==> src/tlec_regs.vh <==
// Purpose: Register map, field positions, reset values and AXI response codes of the
//          two-level event controller.
// Assumes: AXI4-Lite slave with 32-bit data, one register per aligned word.
// Notes:   Definitions only.
`ifndef TLEC_REGS_VH
`define TLEC_REGS_VH

// ==========================================================================
// Register byte addresses
`define TLEC_ADDR_LATCHED     8'h00
`define TLEC_ADDR_EVMASK      8'h04
`define TLEC_ADDR_PENDING     8'h08
`define TLEC_ADDR_PMASK       8'h0C
`define TLEC_ADDR_PSTATUS     8'h10
`define TLEC_ADDR_WAKE        8'h14
`define TLEC_ADDR_CTRL        8'h18
`define TLEC_ADDR_INTSTAT     8'h1C
`define TLEC_ADDR_INTMASK     8'h20
`define TLEC_ADDR_ROUTE0      8'h24
`define TLEC_ADDR_ROUTE1      8'h28
`define TLEC_ADDR_ROUTE2      8'h2C
`define TLEC_ADDR_ROUTE3      8'h30

// ==========================================================================
// Reset values
`define TLEC_RST_EV16         16'h0000
`define TLEC_RST_P32          32'h00000000
`define TLEC_RST_ROUTE0       32'h00000000
`define TLEC_RST_ROUTE1       32'h00000000
`define TLEC_RST_ROUTE2       32'h66655400
`define TLEC_RST_ROUTE3       32'h00000000

// ==========================================================================
// Field positions and sizes
`define TLEC_NUM_EVENTS       16
`define TLEC_NUM_SRC          32
`define TLEC_GP_BASE          7
`define TLEC_NUM_GP           9
`define TLEC_ROUTE_W          4
`define TLEC_CTRL_GIE_BIT     0
`define TLEC_INT_ENTRY_BIT    0
`define TLEC_INT_WAKE_BIT     1
`define TLEC_INT_DENY_BIT     2
`define TLEC_INT_W            3

// ==========================================================================
// AXI responses
`define TLEC_RESP_OKAY        2'h0
`define TLEC_RESP_SLVERR      2'h2
`define TLEC_RESP_DECERR      2'h3

`endif

==> src/tlec_top.v <==
// Purpose: Two-level event controller: a system stage that masks and routes
//          32 peripheral requests onto general-purpose inputs, and a core stage
//          with 16-bit latched, mask and pending event registers.
// Assumes: Single 25 MHz clock aclk, synchronous active-low reset aresetn.
//          Peripheral requests are asynchronous pins; pipeline signals are on aclk.
// Notes:   Privilege comes from the AXI protection bit 0.
//
// Contract
// - Core stage has three 16-bit event registers.
// - Latch sets on event, clears on acceptance.
// - Software latch writes only where mask clear.
// - Mask bit set allows servicing; clear blocks.
// - Event mask accessible in supervisor mode only.
// - Global enable/disable instructions gate general-purpose events.
// - Pending keeps every active or nested event.
// - Pending updated by hardware; supervisor reads only.
// - System stage has 32-bit mask, status, wake.
// - Peripheral mask bit passes or blocks request.
// - Status shows which peripherals assert requests.
// - Wake-enabled peripheral event wakes idle core.
// - Pending bits serve as the acknowledgement.
// - Rising edge sets latch; detection takes two cycles.
// - Latch clears when matching pending bit sets.
// - Next edge queued once pending is set.
// - At least three cycles edge to pending.
// - Watchdog source 23 routes to event 13.
`include "tlec_regs.vh"
`timescale 1ns/1ps

module tlec_top
(
  input  wire        aclk,
  input  wire        aresetn,
  input  wire [31:0] s_axi_awaddr,
  input  wire [2:0]  s_axi_awprot,
  input  wire        s_axi_awvalid,
  output reg         s_axi_awready,
  input  wire [31:0] s_axi_wdata,
  input  wire [3:0]  s_axi_wstrb,
  input  wire        s_axi_wvalid,
  output reg         s_axi_wready,
  output reg  [1:0]  s_axi_bresp,
  output reg         s_axi_bvalid,
  input  wire        s_axi_bready,
  input  wire [31:0] s_axi_araddr,
  input  wire [2:0]  s_axi_arprot,
  input  wire        s_axi_arvalid,
  output reg         s_axi_arready,
  output reg  [31:0] s_axi_rdata,
  output reg  [1:0]  s_axi_rresp,
  output reg         s_axi_rvalid,
  input  wire        s_axi_rready,
  input  wire [31:0] periph_irq_req,
  input  wire [6:0]  core_sys_event,
  input  wire        global_irq_enable_instr,
  input  wire        global_irq_disable_instr,
  input  wire        event_return,
  input  wire [3:0]  event_return_index,
  input  wire        core_idle,
  output reg  [15:0] pending_events,
  output reg         event_entry,
  output reg  [3:0]  event_entry_index,
  output reg         wake_core,
  output reg         irq
);

  // ==========================================================================
  // State
  reg  [15:0]  latched_events;
  reg  [15:0]  event_mask;
  reg  [31:0]  periph_irq_mask;
  reg  [31:0]  periph_req_s1;
  reg  [31:0]  periph_irq_status;
  reg  [31:0]  periph_wake_enable;
  reg  [127:0] route;
  reg          global_enable;
  reg  [15:0]  raw_q;
  reg  [15:0]  raw_q2;
  reg  [2:0]   int_status;
  reg  [2:0]   int_mask;

  reg          aw_held;
  reg          w_held;
  reg          ar_held;
  reg  [7:0]   aw_addr;
  reg          aw_priv;
  reg  [31:0]  w_data;
  reg  [3:0]   w_strb;
  reg  [7:0]   ar_addr;
  reg          ar_priv;

  // ==========================================================================
  // Byte-lane merge for partial writes
  function [31:0] tlec_merge;
    input [31:0] old_val;
    input [31:0] new_val;
    input [3:0]  strb;
    integer      b;
    begin
      tlec_merge = old_val;
      for (b = 0; b < 4; b = b + 1)
      begin
        if (strb[b])
        begin
          tlec_merge[b*8 +: 8] = new_val[b*8 +: 8];
        end
      end
    end
  endfunction

  // ==========================================================================
  // AXI handshake bookkeeping
  wire aw_fire  = s_axi_awvalid & s_axi_awready;
  wire w_fire   = s_axi_wvalid & s_axi_wready;
  wire ar_fire  = s_axi_arvalid & s_axi_arready;
  wire do_write = aw_held & w_held & ~s_axi_bvalid;
  wire do_read  = ar_held & ~s_axi_rvalid;

  wire next_aw_held = (aw_held & ~do_write) | aw_fire;
  wire next_w_held  = (w_held & ~do_write) | w_fire;
  wire next_ar_held = (ar_held & ~do_read) | ar_fire;
  wire next_rvalid  = do_read | (s_axi_rvalid & ~s_axi_rready);

  // Register kinds that need supervisor privilege.
  wire w_priv_reg = (aw_addr == `TLEC_ADDR_EVMASK) || (aw_addr == `TLEC_ADDR_PENDING);
  wire r_priv_reg = (ar_addr == `TLEC_ADDR_EVMASK) || (ar_addr == `TLEC_ADDR_PENDING);
  wire w_denied   = do_write & w_priv_reg & ~aw_priv;
  wire r_denied   = do_read & r_priv_reg & ~ar_priv;
  wire w_ok       = do_write & ~w_denied;

  reg         w_mapped;
  reg         r_mapped;
  reg  [31:0] r_value;

  always @*
  begin
    case (aw_addr)
      `TLEC_ADDR_LATCHED, `TLEC_ADDR_EVMASK, `TLEC_ADDR_PENDING, `TLEC_ADDR_PMASK,
      `TLEC_ADDR_PSTATUS, `TLEC_ADDR_WAKE, `TLEC_ADDR_CTRL, `TLEC_ADDR_INTSTAT,
      `TLEC_ADDR_INTMASK, `TLEC_ADDR_ROUTE0, `TLEC_ADDR_ROUTE1, `TLEC_ADDR_ROUTE2,
      `TLEC_ADDR_ROUTE3: w_mapped = 1'b1;
      default:           w_mapped = 1'b0;
    endcase
  end

  always @*
  begin
    r_mapped = 1'b1;
    case (ar_addr)
      `TLEC_ADDR_LATCHED: r_value = {16'h0000, latched_events};
      `TLEC_ADDR_EVMASK:  r_value = {16'h0000, event_mask};
      `TLEC_ADDR_PENDING: r_value = {16'h0000, pending_events};
      `TLEC_ADDR_PMASK:   r_value = periph_irq_mask;
      `TLEC_ADDR_PSTATUS: r_value = periph_irq_status;
      `TLEC_ADDR_WAKE:    r_value = periph_wake_enable;
      `TLEC_ADDR_CTRL:    r_value = {31'h00000000, global_enable};
      `TLEC_ADDR_INTSTAT: r_value = {29'h00000000, int_status};
      `TLEC_ADDR_INTMASK: r_value = {29'h00000000, int_mask};
      `TLEC_ADDR_ROUTE0:  r_value = route[31:0];
      `TLEC_ADDR_ROUTE1:  r_value = route[63:32];
      `TLEC_ADDR_ROUTE2:  r_value = route[95:64];
      `TLEC_ADDR_ROUTE3:  r_value = route[127:96];
      default:
      begin
        r_value  = 32'h00000000;
        r_mapped = 1'b0;
      end
    endcase
  end

  wire wr_latched = w_ok & (aw_addr == `TLEC_ADDR_LATCHED);
  wire wr_intstat = w_ok & (aw_addr == `TLEC_ADDR_INTSTAT);
  wire [31:0] wr_bits = tlec_merge(32'h00000000, 32'hFFFFFFFF, w_strb);
  wire [31:0] evmask_merged  = tlec_merge({16'h0000, event_mask}, w_data, w_strb);
  wire [31:0] intmask_merged = tlec_merge({29'h00000000, int_mask}, w_data, w_strb);

  // ==========================================================================
  // System stage: request synchroniser, mask and routing
  reg [8:0] gp_in;
  integer   s;
  integer   g;

  always @*
  begin
    gp_in = 9'h000;
    for (s = 0; s < `TLEC_NUM_SRC; s = s + 1)
    begin
      for (g = 0; g < `TLEC_NUM_GP; g = g + 1)
      begin
        if (periph_irq_status[s] && periph_irq_mask[s] &&
            (route[s*`TLEC_ROUTE_W +: `TLEC_ROUTE_W] == g[3:0]))
        begin
          gp_in[g] = 1'b1;
        end
      end
    end
  end

  wire [15:0] raw_events = {gp_in, core_sys_event};
  // Edge detection spans two flops so the latch follows two cycles after the input.
  wire [15:0] edge_set   = raw_q & ~raw_q2;

  // ==========================================================================
  // Core stage: priority selection and nesting
  wire [15:0] gp_gate = {{`TLEC_NUM_GP{global_enable}}, 7'h7F};
  wire [15:0] cand    = latched_events & event_mask & gp_gate;

  reg  [3:0] sel_idx;
  reg        sel_any;
  reg  [4:0] low_pend;
  integer    k;

  always @*
  begin
    sel_idx  = 4'h0;
    sel_any  = 1'b0;
    low_pend = 5'h10;
    for (k = `TLEC_NUM_EVENTS - 1; k >= 0; k = k - 1)
    begin
      if (cand[k])
      begin
        sel_idx = k[3:0];
        sel_any = 1'b1;
      end
      if (pending_events[k])
      begin
        low_pend = {1'b0, k[3:0]};
      end
    end
  end

  // Only an event of higher priority than every active one may nest on top.
  wire        accept     = sel_any & ({1'b0, sel_idx} < low_pend);
  wire [15:0] entry_mask = accept ? (16'h0001 << sel_idx) : 16'h0000;
  wire [15:0] ret_mask   = event_return ? (16'h0001 << event_return_index) : 16'h0000;
  wire [15:0] sw_lat_en  = wr_latched ? (~event_mask & wr_bits[15:0]) : 16'h0000;

  wire [15:0] next_latched = (((latched_events & ~sw_lat_en) | (w_data[15:0] & sw_lat_en))
                             & ~entry_mask)
                             | edge_set;
  wire [15:0] next_pending = (pending_events & ~ret_mask) | entry_mask;

  wire        wake_hit = |(periph_irq_status & periph_wake_enable);
  wire [2:0]  int_set  = {w_denied | r_denied, core_idle & wake_hit, accept};

  // ==========================================================================
  // Sequential logic
  always @(posedge aclk)
  begin
    if (!aresetn)
    begin
      s_axi_awready      <= 1'b0;
      s_axi_wready       <= 1'b0;
      s_axi_arready      <= 1'b0;
      s_axi_bvalid       <= 1'b0;
      s_axi_bresp        <= `TLEC_RESP_OKAY;
      s_axi_rvalid       <= 1'b0;
      s_axi_rresp        <= `TLEC_RESP_OKAY;
      s_axi_rdata        <= 32'h00000000;
      aw_held            <= 1'b0;
      w_held             <= 1'b0;
      ar_held            <= 1'b0;
      aw_addr            <= 8'h00;
      aw_priv            <= 1'b0;
      ar_addr            <= 8'h00;
      ar_priv            <= 1'b0;
      w_data             <= 32'h00000000;
      w_strb             <= 4'h0;
      latched_events     <= `TLEC_RST_EV16;
      event_mask         <= `TLEC_RST_EV16;
      pending_events     <= `TLEC_RST_EV16;
      periph_irq_mask    <= `TLEC_RST_P32;
      periph_req_s1      <= `TLEC_RST_P32;
      periph_irq_status  <= `TLEC_RST_P32;
      periph_wake_enable <= `TLEC_RST_P32;
      route              <= {`TLEC_RST_ROUTE3, `TLEC_RST_ROUTE2,
                             `TLEC_RST_ROUTE1, `TLEC_RST_ROUTE0};
      global_enable      <= 1'b0;
      raw_q              <= 16'h0000;
      raw_q2             <= 16'h0000;
      int_status         <= 3'h0;
      int_mask           <= 3'h0;
      event_entry        <= 1'b0;
      event_entry_index  <= 4'h0;
      wake_core          <= 1'b0;
      irq                <= 1'b0;
    end
    else
    begin
      // Bus channels.
      aw_held       <= next_aw_held;
      w_held        <= next_w_held;
      ar_held       <= next_ar_held;
      s_axi_awready <= ~next_aw_held;
      s_axi_wready  <= ~next_w_held;
      s_axi_arready <= ~next_ar_held & ~next_rvalid;
      if (aw_fire)
      begin
        aw_addr <= s_axi_awaddr[7:0] & 8'hFC;
        aw_priv <= s_axi_awprot[0];
      end
      if (w_fire)
      begin
        w_data <= s_axi_wdata;
        w_strb <= s_axi_wstrb;
      end
      if (ar_fire)
      begin
        ar_addr <= s_axi_araddr[7:0] & 8'hFC;
        ar_priv <= s_axi_arprot[0];
      end
      if (do_write)
      begin
        s_axi_bvalid <= 1'b1;
        s_axi_bresp  <= !w_mapped ? `TLEC_RESP_DECERR :
                        w_denied  ? `TLEC_RESP_SLVERR : `TLEC_RESP_OKAY;
      end
      else if (s_axi_bready)
      begin
        s_axi_bvalid <= 1'b0;
      end
      s_axi_rvalid <= next_rvalid;
      if (do_read)
      begin
        s_axi_rdata <= r_denied ? 32'h00000000 : r_value;
        s_axi_rresp <= !r_mapped ? `TLEC_RESP_DECERR :
                       r_denied  ? `TLEC_RESP_SLVERR : `TLEC_RESP_OKAY;
      end

      // Software-written registers.
      if (w_ok)
      begin
        case (aw_addr)
          `TLEC_ADDR_EVMASK:  event_mask <= evmask_merged[15:0];
          `TLEC_ADDR_PMASK:   periph_irq_mask    <= tlec_merge(periph_irq_mask, w_data, w_strb);
          `TLEC_ADDR_WAKE:    periph_wake_enable <= tlec_merge(periph_wake_enable, w_data,
                                                               w_strb);
          `TLEC_ADDR_INTMASK: int_mask <= intmask_merged[2:0];
          `TLEC_ADDR_ROUTE0:  route[31:0]   <= tlec_merge(route[31:0], w_data, w_strb);
          `TLEC_ADDR_ROUTE1:  route[63:32]  <= tlec_merge(route[63:32], w_data, w_strb);
          `TLEC_ADDR_ROUTE2:  route[95:64]  <= tlec_merge(route[95:64], w_data, w_strb);
          `TLEC_ADDR_ROUTE3:  route[127:96] <= tlec_merge(route[127:96], w_data, w_strb);
          default:
          begin
            periph_irq_mask <= periph_irq_mask;
          end
        endcase
      end

      // Global enable; a disable in the same cycle as an enable wins for safety.
      if (global_irq_disable_instr)
      begin
        global_enable <= 1'b0;
      end
      else if (global_irq_enable_instr)
      begin
        global_enable <= 1'b1;
      end

      // Event path.
      periph_req_s1     <= periph_irq_req;
      periph_irq_status <= periph_req_s1;
      raw_q             <= raw_events;
      raw_q2            <= raw_q;
      latched_events    <= next_latched;
      pending_events    <= next_pending;
      event_entry       <= accept;
      event_entry_index <= sel_idx;
      wake_core         <= core_idle & wake_hit;

      // Sticky interrupt status: a new event wins over a write-one clear.
      int_status <= (int_status & ~(wr_intstat ? w_data[2:0] & {3{w_strb[0]}} : 3'h0))
                    | int_set;
      irq        <= |(((int_status & ~(wr_intstat ? w_data[2:0] & {3{w_strb[0]}} : 3'h0))
                      | int_set) & int_mask);
    end
  end

endmodule // tlec_top

==> config.mk <==
export PLATFORM = sky130hd
export DESIGN_NAME = tlec_top
export DESIGN_NICKNAME = d
export VERILOG_FILES = /design/src/tlec_top.v
export VERILOG_INCLUDE_DIRS = /design/src
export SDC_FILE = /design/constraint.sdc
export NUM_CORES = 1
export LEC_CHECK = 0
export ABC_AREA = 1
export ABC_CLOCK_PERIOD_IN_PS = 2500
export BUFFER_PORTS_ARGS = -buffer_cell sky130_fd_sc_hd__buf_2
export CAP_MARGIN = 20
export CORE_UTILIZATION = 40
export CTS_BUF_LIST = sky130_fd_sc_hd__clkbuf_16
export CTS_CLUSTER_DIAMETER = 200
export DETAILED_ROUTE_END_ITERATION = 8
export GPL_TIMING_DRIVEN = 0
export HOLD_SLACK_MARGIN = 0.1
export SLEW_MARGIN = 40
export SYNTH_ARGS = -nofsm -noshare
export SYNTH_HDL_FRONTEND = slang
export SYNTH_SLANG_ARGS = --single-unit
==> constraint.sdc <==
create_clock -name aclk -period 2.5 [get_ports aclk]
set_input_delay 0 -clock aclk [delete_from_list [all_inputs] [get_ports aclk]]
set_output_delay 0 -clock aclk [all_outputs]
set_load 0.005 [all_outputs]
Yosys cells after proc, flatten, opt, wreduce, memory -nomap -nowiden. Memories as Yosys holds them, arrays and structs flattened. A register that Yosys moved wholly into a read port is not among the register bits. Cells that the tools add are included.

Reduce and logical (&&, ||, !) cells: 389. Shift-type cells: 2. Equality and inequality tests: 278. Bitwise gates (word level): 60. $lt $le $gt $ge: 1. Muxes and demuxes: 354.

Operators by type and width (count): $eq 4x3->1 const B (128); $pmux 32 s13 (1); $logic_and 1x1->1 (320); $mux 1 (308); $eq 4x2->1 const B (64); $and 16x16->16 (8); $eq 4x1->1 const B (32); $eq 4x4->1 const B (32); $logic_not 4->1 (32); $reduce_and 3->1 (27); $mux 5 (16); $not 16->16 (5); $mux 4 (16); $eq 6x4->1 const B (10); $mux 16 (3); $or 16x16->16 (3); $eq 6x3->1 const B (6); $and 32x32->32 (1); $mux 32 (1); $reduce_or 32->1 (1); $shl 1x4->16 const A (2); $eq 6x2->1 const B (4); $and 1x1->1 (20); $logic_not 8->1 (2); other kinds (17) (42).

Memory bits (read-only): 64. Register bits: 444. Output and inout port bits: 64. Logic and storage cells: 1141. Memories: 1.

Memories: (name not given) (words 64, bits a word 1, rd ports 1, clocked after memory_dff 1, wr ports 0, line tlec_top.v:137) `case (aw_addr)`.

Depth between registers and ports, before layout. Gate-level depths: netlist of run 1.

Word-level depth: 34. Mapped depth: 23. Depth with buffers taken out: 23.

Worst setup path before layout of run 1. OpenSTA, ideal clock, no wires.

Path type: reg2reg. Start: reg event_mask[0]. End: reg latched_events[11]. Clock period less this slack: 2.696 ns. Arrival time: 2.583 ns. Path buffers: 2. Cell stages (with the launch flop): 15. Path slack: -0.196 ns. Cell sequence: dfxtp_1 -> nand2_1 -> nand2_1 -> nor2_1 -> nand2_1 -> a21oi_1 -> clkbuf_1 -> ha_1 -> nand2_1 -> o21ai_0 -> a41oi_1 -> buf_6 -> nand3_2 -> nand3_1 -> nand2_1.

Word-level cells in the longest chain between the ends: 9. Elaborated cells between the ends (all ways): 11. Classes of those cells: order compare (1); shift (1); mux (3); bitwise (6).

RTL lines: start, declared (line tlec_top.v:70) `reg [15:0] event_mask;`; start signal, assigned (line tlec_top.v:270) `` event_mask <= `TLEC_RST_EV16; ``; start signal, assigned (line tlec_top.v:334) `` `TLEC_ADDR_EVMASK: event_mask <= evmask_merged[15:0]; ``; $and 16x16->16 (*) (2 in series) (line tlec_top.v:206) `wire [15:0] cand = latched_events & event_mask & gp_gate;`; $mux 4 (*) (line tlec_top.v:220) `if (cand[k])`; net sel_idx[3] (line tlec_top.v:208) `reg [3:0] sel_idx;`; $lt 4x5->1 (line tlec_top.v:233) `wire accept = sel_any & ({1'b0, sel_idx} < low_pend);`; $and 1x1->1 (line tlec_top.v:233); $mux 16 (*) (line tlec_top.v:234) `wire [15:0] entry_mask = accept ? (16'h0001 << sel_idx) : 16'h0000;`; $not 16->16 (*) (line tlec_top.v:239) `& ~entry_mask)`; $and 16x16->16 (*) (line tlec_top.v:239); $or 16x16->16 (*) (line tlec_top.v:240) `| edge_set;`; end signal, assigned (line tlec_top.v:269) `` latched_events <= `TLEC_RST_EV16; ``; end signal, assigned (line tlec_top.v:365) `latched_events <= next_latched;`; end, declared (line tlec_top.v:69) `reg [15:0] latched_events;`.

Mark *: on every way through the listed nets, which the timed path passes. The rest lies on a longest branch. A chain may end at the register's enable or synchronous reset.

Final worst setup path of run 1.
Start: reg periph_wake_enable[30]. End: reg irq.

Word-level cells in the longest chain between the ends: 6.

RTL lines: start, declared (line tlec_top.v:74) `reg [31:0] periph_wake_enable;`; start signal, assigned (line tlec_top.v:275) `` periph_wake_enable <= `TLEC_RST_P32; ``; start signal, assigned (line tlec_top.v:336) `` `TLEC_ADDR_WAKE: periph_wake_enable <= tlec_merge(periph_wake_enable, w_data, ``; $and 32x32->32 (line tlec_top.v:243) `wire wake_hit = |(periph_irq_status & periph_wake_enable);`; $reduce_or 32->1 (line tlec_top.v:243); $and 1x1->1 (line tlec_top.v:244) `wire [2:0] int_set = {w_denied | r_denied, core_idle & wake_hit, accept};`; $or 3x3->3 (line tlec_top.v:375) `| int_set) & int_mask);`; $and 3x3->3 (line tlec_top.v:375); $reduce_or 3->1 (line tlec_top.v:374) `irq <= |(((int_status & ~(wr_intstat ? w_data[2:0] & {3{w_strb[0]}} : 3'h0))`; end signal, assigned (line tlec_top.v:374); end, declared (line tlec_top.v:64) `output reg irq`.

No other way between the ends.

==> impl_metrics.env, run 1 <==
export IMPL_status="complete, but fails checks"
export IMPL_violations="negative setup slack"
export IMPL_vias_per_cell=5.86
export IMPL_yosysMostFrequentCell="nand2_1"
export IMPL_grt_pass1_vias=22700
export IMPL_power_density_mw_per_mm2=600
export IMPL_synth_compound_gate_area_share_pct=24.1
export IMPL_hold_viol=0
export IMPL_rows=83
export IMPL_drive_gt1_share_pct=15.7
export IMPL_fin_util_pct=53.0
export IMPL_skew_ns=0.0242
export IMPL_worstPathMaxFanout=3
export IMPL_synthSimpleGateAreaFrac_pct=22.1
export IMPL_grt_antenna_before_repair=5
export IMPL_stdcell_count=4097
export IMPL_finalMaxSlewViolations=0
export IMPL_period_needed_ns=2.58
export IMPL_ys_seq_area_share_pct=42.9
export IMPL_grt_ovfl_total=0
export IMPL_yosys_top_cells_count="nand2_1 (453), dfxtp_1 (445), inv_1 (435)"
export IMPL_ff2ff_path_depth=9
export IMPL_placed_cells=3802
export IMPL_io_pins=224
export IMPL_grt_first_pass_wirelength_mm=156
export IMPL_root_buffer="clkbuf_16"
export IMPL_power_leakage_uw=0.0111
export IMPL_slew_headroom_pct=37.0
export IMPL_whs_path_depth=4
export IMPL_rsz0062_at_grt="yes"
export IMPL_synth_top_family_by_area="compound AO/OA/AOI/OAI gates"
export IMPL_cp_arrival_ns=3.09
export IMPL_remaining_drc_errors=0
export IMPL_synth_cells=2952
export IMPL_synth_seq_cells=445
export IMPL_synth_top_cell_by_area="dfxtp_1"
export IMPL_peakVddDrop_mv=0.615
export IMPL_cp_end_kind="register"
export IMPL_die_area_mm2=0.0528
export IMPL_synth_nets=3115
export IMPL_cts_sinks=445
export IMPL_post_drt_wl_per_cell_um=27.2
export IMPL_worstSetupPathType="register to register"
export IMPL_synthXorXnorAreaFrac_pct=0
export IMPL_die_y_um=230
export IMPL_grt_max_degree=15
export IMPL_dr_pass1_iters=9
export IMPL_yosys_warnings=0
export IMPL_syn_avg_cell_area_um2=7.03
export IMPL_grtUsageTotal_pct=41.2
export IMPL_setup_slack_ns=-0.0842
export IMPL_place_area_mm2=0.0225
export IMPL_min_path_type="input pin to register"
export IMPL_synthFlopType="dfxtp_1"
export IMPL_dieWidth_um=230
export IMPL_async_flop_share_pct=0
export IMPL_layout_nets=3538
export IMPL_clock_latency_ns=0.63
export IMPL_fillers=5004
export IMPL_synthMuxAreaShare_pct=0
export IMPL_drtIter0Drc=2669
export IMPL_dpl_hpwl_mm=86.9
export IMPL_io_buffers=166
export IMPL_whs_ns=0.0944
export IMPL_core_mm2=0.0513
export IMPL_worstPathRequired_ns=3.01
export IMPL_synth_fa_ha_area_share_pct=0.181
export IMPL_totalWireLength_mm=112
export IMPL_ant_nets=0
export IMPL_synth_top_area_share_pct=42.9
export IMPL_finalSetupViolCount=13
export IMPL_htree_levels=2
export IMPL_place_congestion=1.08
export IMPL_start_kind="register"
export IMPL_max_freq_ghz=0.387
export IMPL_period_share_pct=103
export IMPL_route_vias_total=24000
export IMPL_synthTopCellsByArea="dfxtp_1 (43%), nand2_1 (8.2%), inv_1 (7.9%)"
export IMPL_worstMarginPinSlew_ns=0.938
export IMPL_maxCapViolCount=0
export IMPL_area_delta_synth_final_pct=30.9
export IMPL_synth_edff_count=0
export IMPL_tritoncts="yes"
export IMPL_clock_path_buffers=3
export IMPL_cts_made_buffers=50
export IMPL_design_area_mm2=0.0272
export IMPL_synth_area_mm2=0.0208
export IMPL_initial_utilization_pct=40.5
export IMPL_synthDistinctLibCells=51
export IMPL_path_clk_slew_ns=0.06
## state kept, by name, indices dropped and copies added (netlist names), 32 cells and up, named ones only
| name | flops |
|---|---|
| periph_irq_mask | 32 |
| periph_irq_status | 32 |
| periph_req_s1 | 32 |
| periph_wake_enable | 32 |
| route | 128 |
| s_axi_rdata | 32 |
| w_data | 32 |
## path summary, 6_finish.rpt
path | from | to | slack (ns)
max | periph_wake_enable[30] | irq | -0.08
min | core_sys_event[1] | raw_q[1] | 0.09
max reg2reg | periph_wake_enable[30] | irq | -0.08
min reg2reg | raw_q2[10] | latched_events[10] | 0.40
## placed cells by master (no fill, tap or decap), types with 13 or more instances in the layout
cell type and count:
nor3_1 53, inv_1 437, buf_4 28, nand3_4 13, clkinv_1 14, nand2_1 426, clkbuf_16 51, o21ai_0 281
nor2_1 290, a221oi_1 18, dlygate4sd3_1 172, clkbuf_2 30, a21oi_1 308, nor4_1 20, nand4_1 39, nand3_1 127
a21oi_2 13, buf_2 190, nor2_4 19, o22ai_1 92, clkbuf_1 51, nand2_2 26, dfxtp_1 438
## what timing repair did
action | 4_1_cts | 5_1_grt
endpoints found under the hold margin | 123 | 0
hold buffers | 172 | 0
gates cloned | 2 | 0
setup buffers | 21 | 6
gates resized for setup | 112 | 124
setup endpoints to repair | 109 | 184
pin swaps | 19 | 27
## area by class of cell
class | instances | area [µm²] | area share [%]
diodes | 1 | 2.50 | 0.00921
plain buffers | 123 | 634 | 2.33
clock buffers | 51 | 1280 | 4.70
clock inverters | 42 | 399 | 1.47
inverters | 451 | 1710 | 6.31
multi-input cells | 1933 | 10500 | 38.7
flip-flops and latches | 445 | 8920 | 32.8
well taps | 680 | 851 | 3.13
repair buffers | 371 | 2870 | 10.5
## worst max-delay path, cell delays in order, from the launching register on
cell and delay (ns):
dfxtp_1 0.30, inv_1 0.09, o22ai_1 0.10, a221o_1 0.30
nor3_1 0.49, nand4_1 0.50, nand2_1 0.29, o21ai_0 0.14
a22oi_1 0.16, nand2_1 0.11
## cells by family after synthesis
family                     after synthesis
adders and majority gates                3
AOI/OAI and AO/OA                      868
DFF                                    445
buffers and inverters                  574
and+or+nand+nor                       1062
## metrics by stage
step                      TNS [ns]  setup WS, ns  total power [µW]
after floorplan                  0       0.00147              7950
after global placement      -82.72         -1.53              8490
after detailed placement    -39.89        -0.739              8510
after CTS                  -0.0856       -0.0383             16300
after global routing         -2.96        -0.184             16700
final                       -0.429       -0.0842             16300
## where the power goes
group / total, µW / switching (µW) / internal, µW
clock: 7600 / 3260 / 4340
sequential: 7460 / 224 / 7230
combinational: 1260 / 799 / 463
## routing by layer
metal	wire (µm)	GRT usage [%]	up-vias
li1	-	-	10800
met1	44000	51.5	11500
met2	50000	65.7	1366
met3	9380	6.97	359
met4	8070	26.5	6
met5	35	0	-
Power figures use the tool's default switching activity.
==> run 2: changes to the inputs <==
--- a/config.mk
+++ b/config.mk
@@ -16,6 +16,7 @@
 export DETAILED_ROUTE_END_ITERATION = 8
 export GPL_TIMING_DRIVEN = 0
 export HOLD_SLACK_MARGIN = 0.1
+export PLACE_DENSITY = 0.69
 export SLEW_MARGIN = 40
 export SYNTH_ARGS = -nofsm -noshare
 export SYNTH_HDL_FRONTEND = slang
==> run 2 against run 1 <==
Net effect: the flow still finishes with violations (negative setup slack); hold slack better by 0.022 ns; worst setup slack got worse by 0.18 ns; die area unchanged; final area fell by 3.1%; clock-buffer cell count down 5; critical path type unchanged; largest power group is now registers.
==> impl_metrics.env, run 2 (same netlist as run 1, synthesis figures left out) <==
export IMPL_io_buffers=166
export IMPL_grt_use_met3_pct=10.1
export IMPL_root_buffer="clkbuf_16"
export IMPL_violations="negative setup slack"
export IMPL_layout_nets=3500
export IMPL_power_density_mw_per_mm2=591
export IMPL_route_vias_total=23900
export IMPL_slew_headroom_pct=33.6
export IMPL_cp_arrival_ns=3.25
export IMPL_timing_rr_start="global_enable"
export IMPL_tritoncts="yes"
export IMPL_ff2ff_setup_slack_ns=-0.26
export IMPL_start_kind="register"
export IMPL_cts_sinks=445
export IMPL_grtUsageTotal_pct=36.8
export IMPL_io_pins=224
export IMPL_ff2ff_path_depth=15
export IMPL_grt_ovfl_total=0
export IMPL_totalWireLength_mm=101
export IMPL_gr_usage_met2_pct=55.2
export IMPL_top_register="route"
export IMPL_hold_viol=0
export IMPL_reg2reg_to="latched_events[13]"
export IMPL_area_delta_synth_final_pct=26.8
export IMPL_top_usage_layer="met2"
export IMPL_worstPathMaxFanout=6
export IMPL_maxCapViolCount=0
export IMPL_place_area_mm2=0.0225
export IMPL_fillers=5026
export IMPL_period_needed_ns=2.76
export IMPL_remaining_drc_errors=0
export IMPL_peakVddDrop_mv=0.657
export IMPL_cts_made_buffers=46
export IMPL_htree_levels=2
export IMPL_whs_endpoint="raw_q[5]"
export IMPL_finalMaxSlewViolations=0
export IMPL_worstMarginPinSlew_ns=0.996
export IMPL_grt_first_pass_wirelength_mm=143
export IMPL_die_y_um=230
export IMPL_period_share_pct=111
export IMPL_skew_ns=0.0207
export IMPL_drive_gt1_share_pct=14.7
export IMPL_core_mm2=0.0513
export IMPL_power_leakage_uw=0.0107
export IMPL_place_congestion=1.06
export IMPL_largest_reg_flops=128
export IMPL_use_met1_pct=47.6
export IMPL_max_freq_ghz=0.362
export IMPL_ant_nets=0
export IMPL_whs_path_depth=4
export IMPL_min_path_type="input pin to register"
export IMPL_layout_cells_most_common="inv_1"
export IMPL_final_cell_mix="inv_1 (438), dfxtp_1 (437), nand2_1 (436), a21oi_1 (307), nor2_1 (290)"
export IMPL_dr_pass1_iters=9
export IMPL_grt_pass1_vias=21900
export IMPL_cp_end_kind="register"
export IMPL_design_area_mm2=0.0263
export IMPL_rows=83
export IMPL_worstSetupPathType="register to register"
export IMPL_rsz0062_at_grt="yes"
export IMPL_initial_utilization_pct=40.5
export IMPL_hold_start="core_sys_event[5]"
export IMPL_drtIter0Drc=3096
export IMPL_dpl_hpwl_mm=76.2
export IMPL_setup_slack_ns=-0.265
export IMPL_clock_latency_ns=0.61
export IMPL_path_clk_slew_ns=0.07
export IMPL_grt_antenna_before_repair=6
export IMPL_post_drt_wl_per_cell_um=24.9
export IMPL_vias_per_cell=5.89
export IMPL_worstPathRequired_ns=2.99
export IMPL_total_power_uw=15600
export IMPL_status="complete, but fails checks"
export IMPL_dieWidth_um=230
export IMPL_grt_max_degree=16
export IMPL_die_area_mm2=0.0528
export IMPL_clock_path_buffers=3
export IMPL_finalSetupViolCount=47
==> run 2: report_power, final <==
group	internal [µW]	total, µW	switching, µW
Sequential	7230	7440	213
Combinational	425	1210	782
Clock	3800	6920	3120
==> run 2: timing repair <==
| item | in CTS | in global routing |
|---|---|---|
| hold buffers | 139 | 0 |
| buffers inserted | 20 | 11 |
| hold endpoints to repair | 123 | 0 |
| gates resized for setup | 87 | 86 |
| endpoints found under the setup margin | 76 | 139 |
| pin swaps | 20 | 14 |
| gates cloned | 1 | 0 |
==> run 2: worst max path at each step <==
stage	from	endpoint	slack, ns
2_1_floorplan	global_enable	latched_events[11]	0.001
3_3_place_gp	global_enable	latched_events[13]	-0.77
3_5_place_dp	global_enable	latched_events[13]	-0.75
4_1_cts	global_enable	latched_events[13]	-0.10
5_1_grt	global_enable	latched_events[13]	-0.26
6_report	global_enable	latched_events[13]	-0.26
==> run 2: critical path, cell delays in order, from the launching register on <==
cell,delay (ns)
dfxtp_2,0.33
buf_6,0.14
buf_12,0.14
nand3_4,0.11
nand2_8,0.08
o31ai_4,0.28
nand2_2,0.15
inv_4,0.10
ha_4,0.20
a21oi_2,0.14
o21ai_2,0.09
a41oi_4,0.30
buf_6,0.18
nand4_1,0.19
nand2_1,0.15
nand2_1,0.06
==> run 2: metal layers <==
layer	up-vias	wire (µm)
met5	-	0
met4	0	6470
met3	314	12700
met2	1593	42600
met1	11200	39200
li1	10700	-
==> run 2: area by class of cell <==
| class | count | area (µm²) | share of cell area, % |
|---|---|---|---|
| multi-input cells | 1933 | 10300 | 39.0 |
| flip-flops and latches | 445 | 8920 | 33.9 |
| repair buffers | 338 | 2520 | 9.56 |
| inverters | 451 | 1710 | 6.48 |
| clock buffers | 46 | 1150 | 4.37 |
| well taps | 680 | 851 | 3.23 |
| plain buffers | 122 | 597 | 2.27 |
| clock inverters | 37 | 317 | 1.20 |
| diodes | 1 | 2.50 | 0.00950 |
==> run 2: stage by stage <==
| step | util [%] | setup slack, ns | hold slack (ns) | std cells | setup TNS [ns] |
|---|---|---|---|---|---|
| finish | 51.3 | -0.265 | 0.117 | 4053 | -5.59 |
| global route | 51.3 | -0.260 | 0.138 | 4053 | -6.48 |
| CTS | 50.5 | -0.104 | 0.102 | 4042 | -0.759 |
| detailed placement | 43.8 | -0.747 | 0.180 | 3799 | -35.70 |
| global placement | 43.8 | -0.768 | 0.182 | 3798 | -63.89 |
| floorplan | - | 0.00147 | 0.0793 | 2952 | 0 |
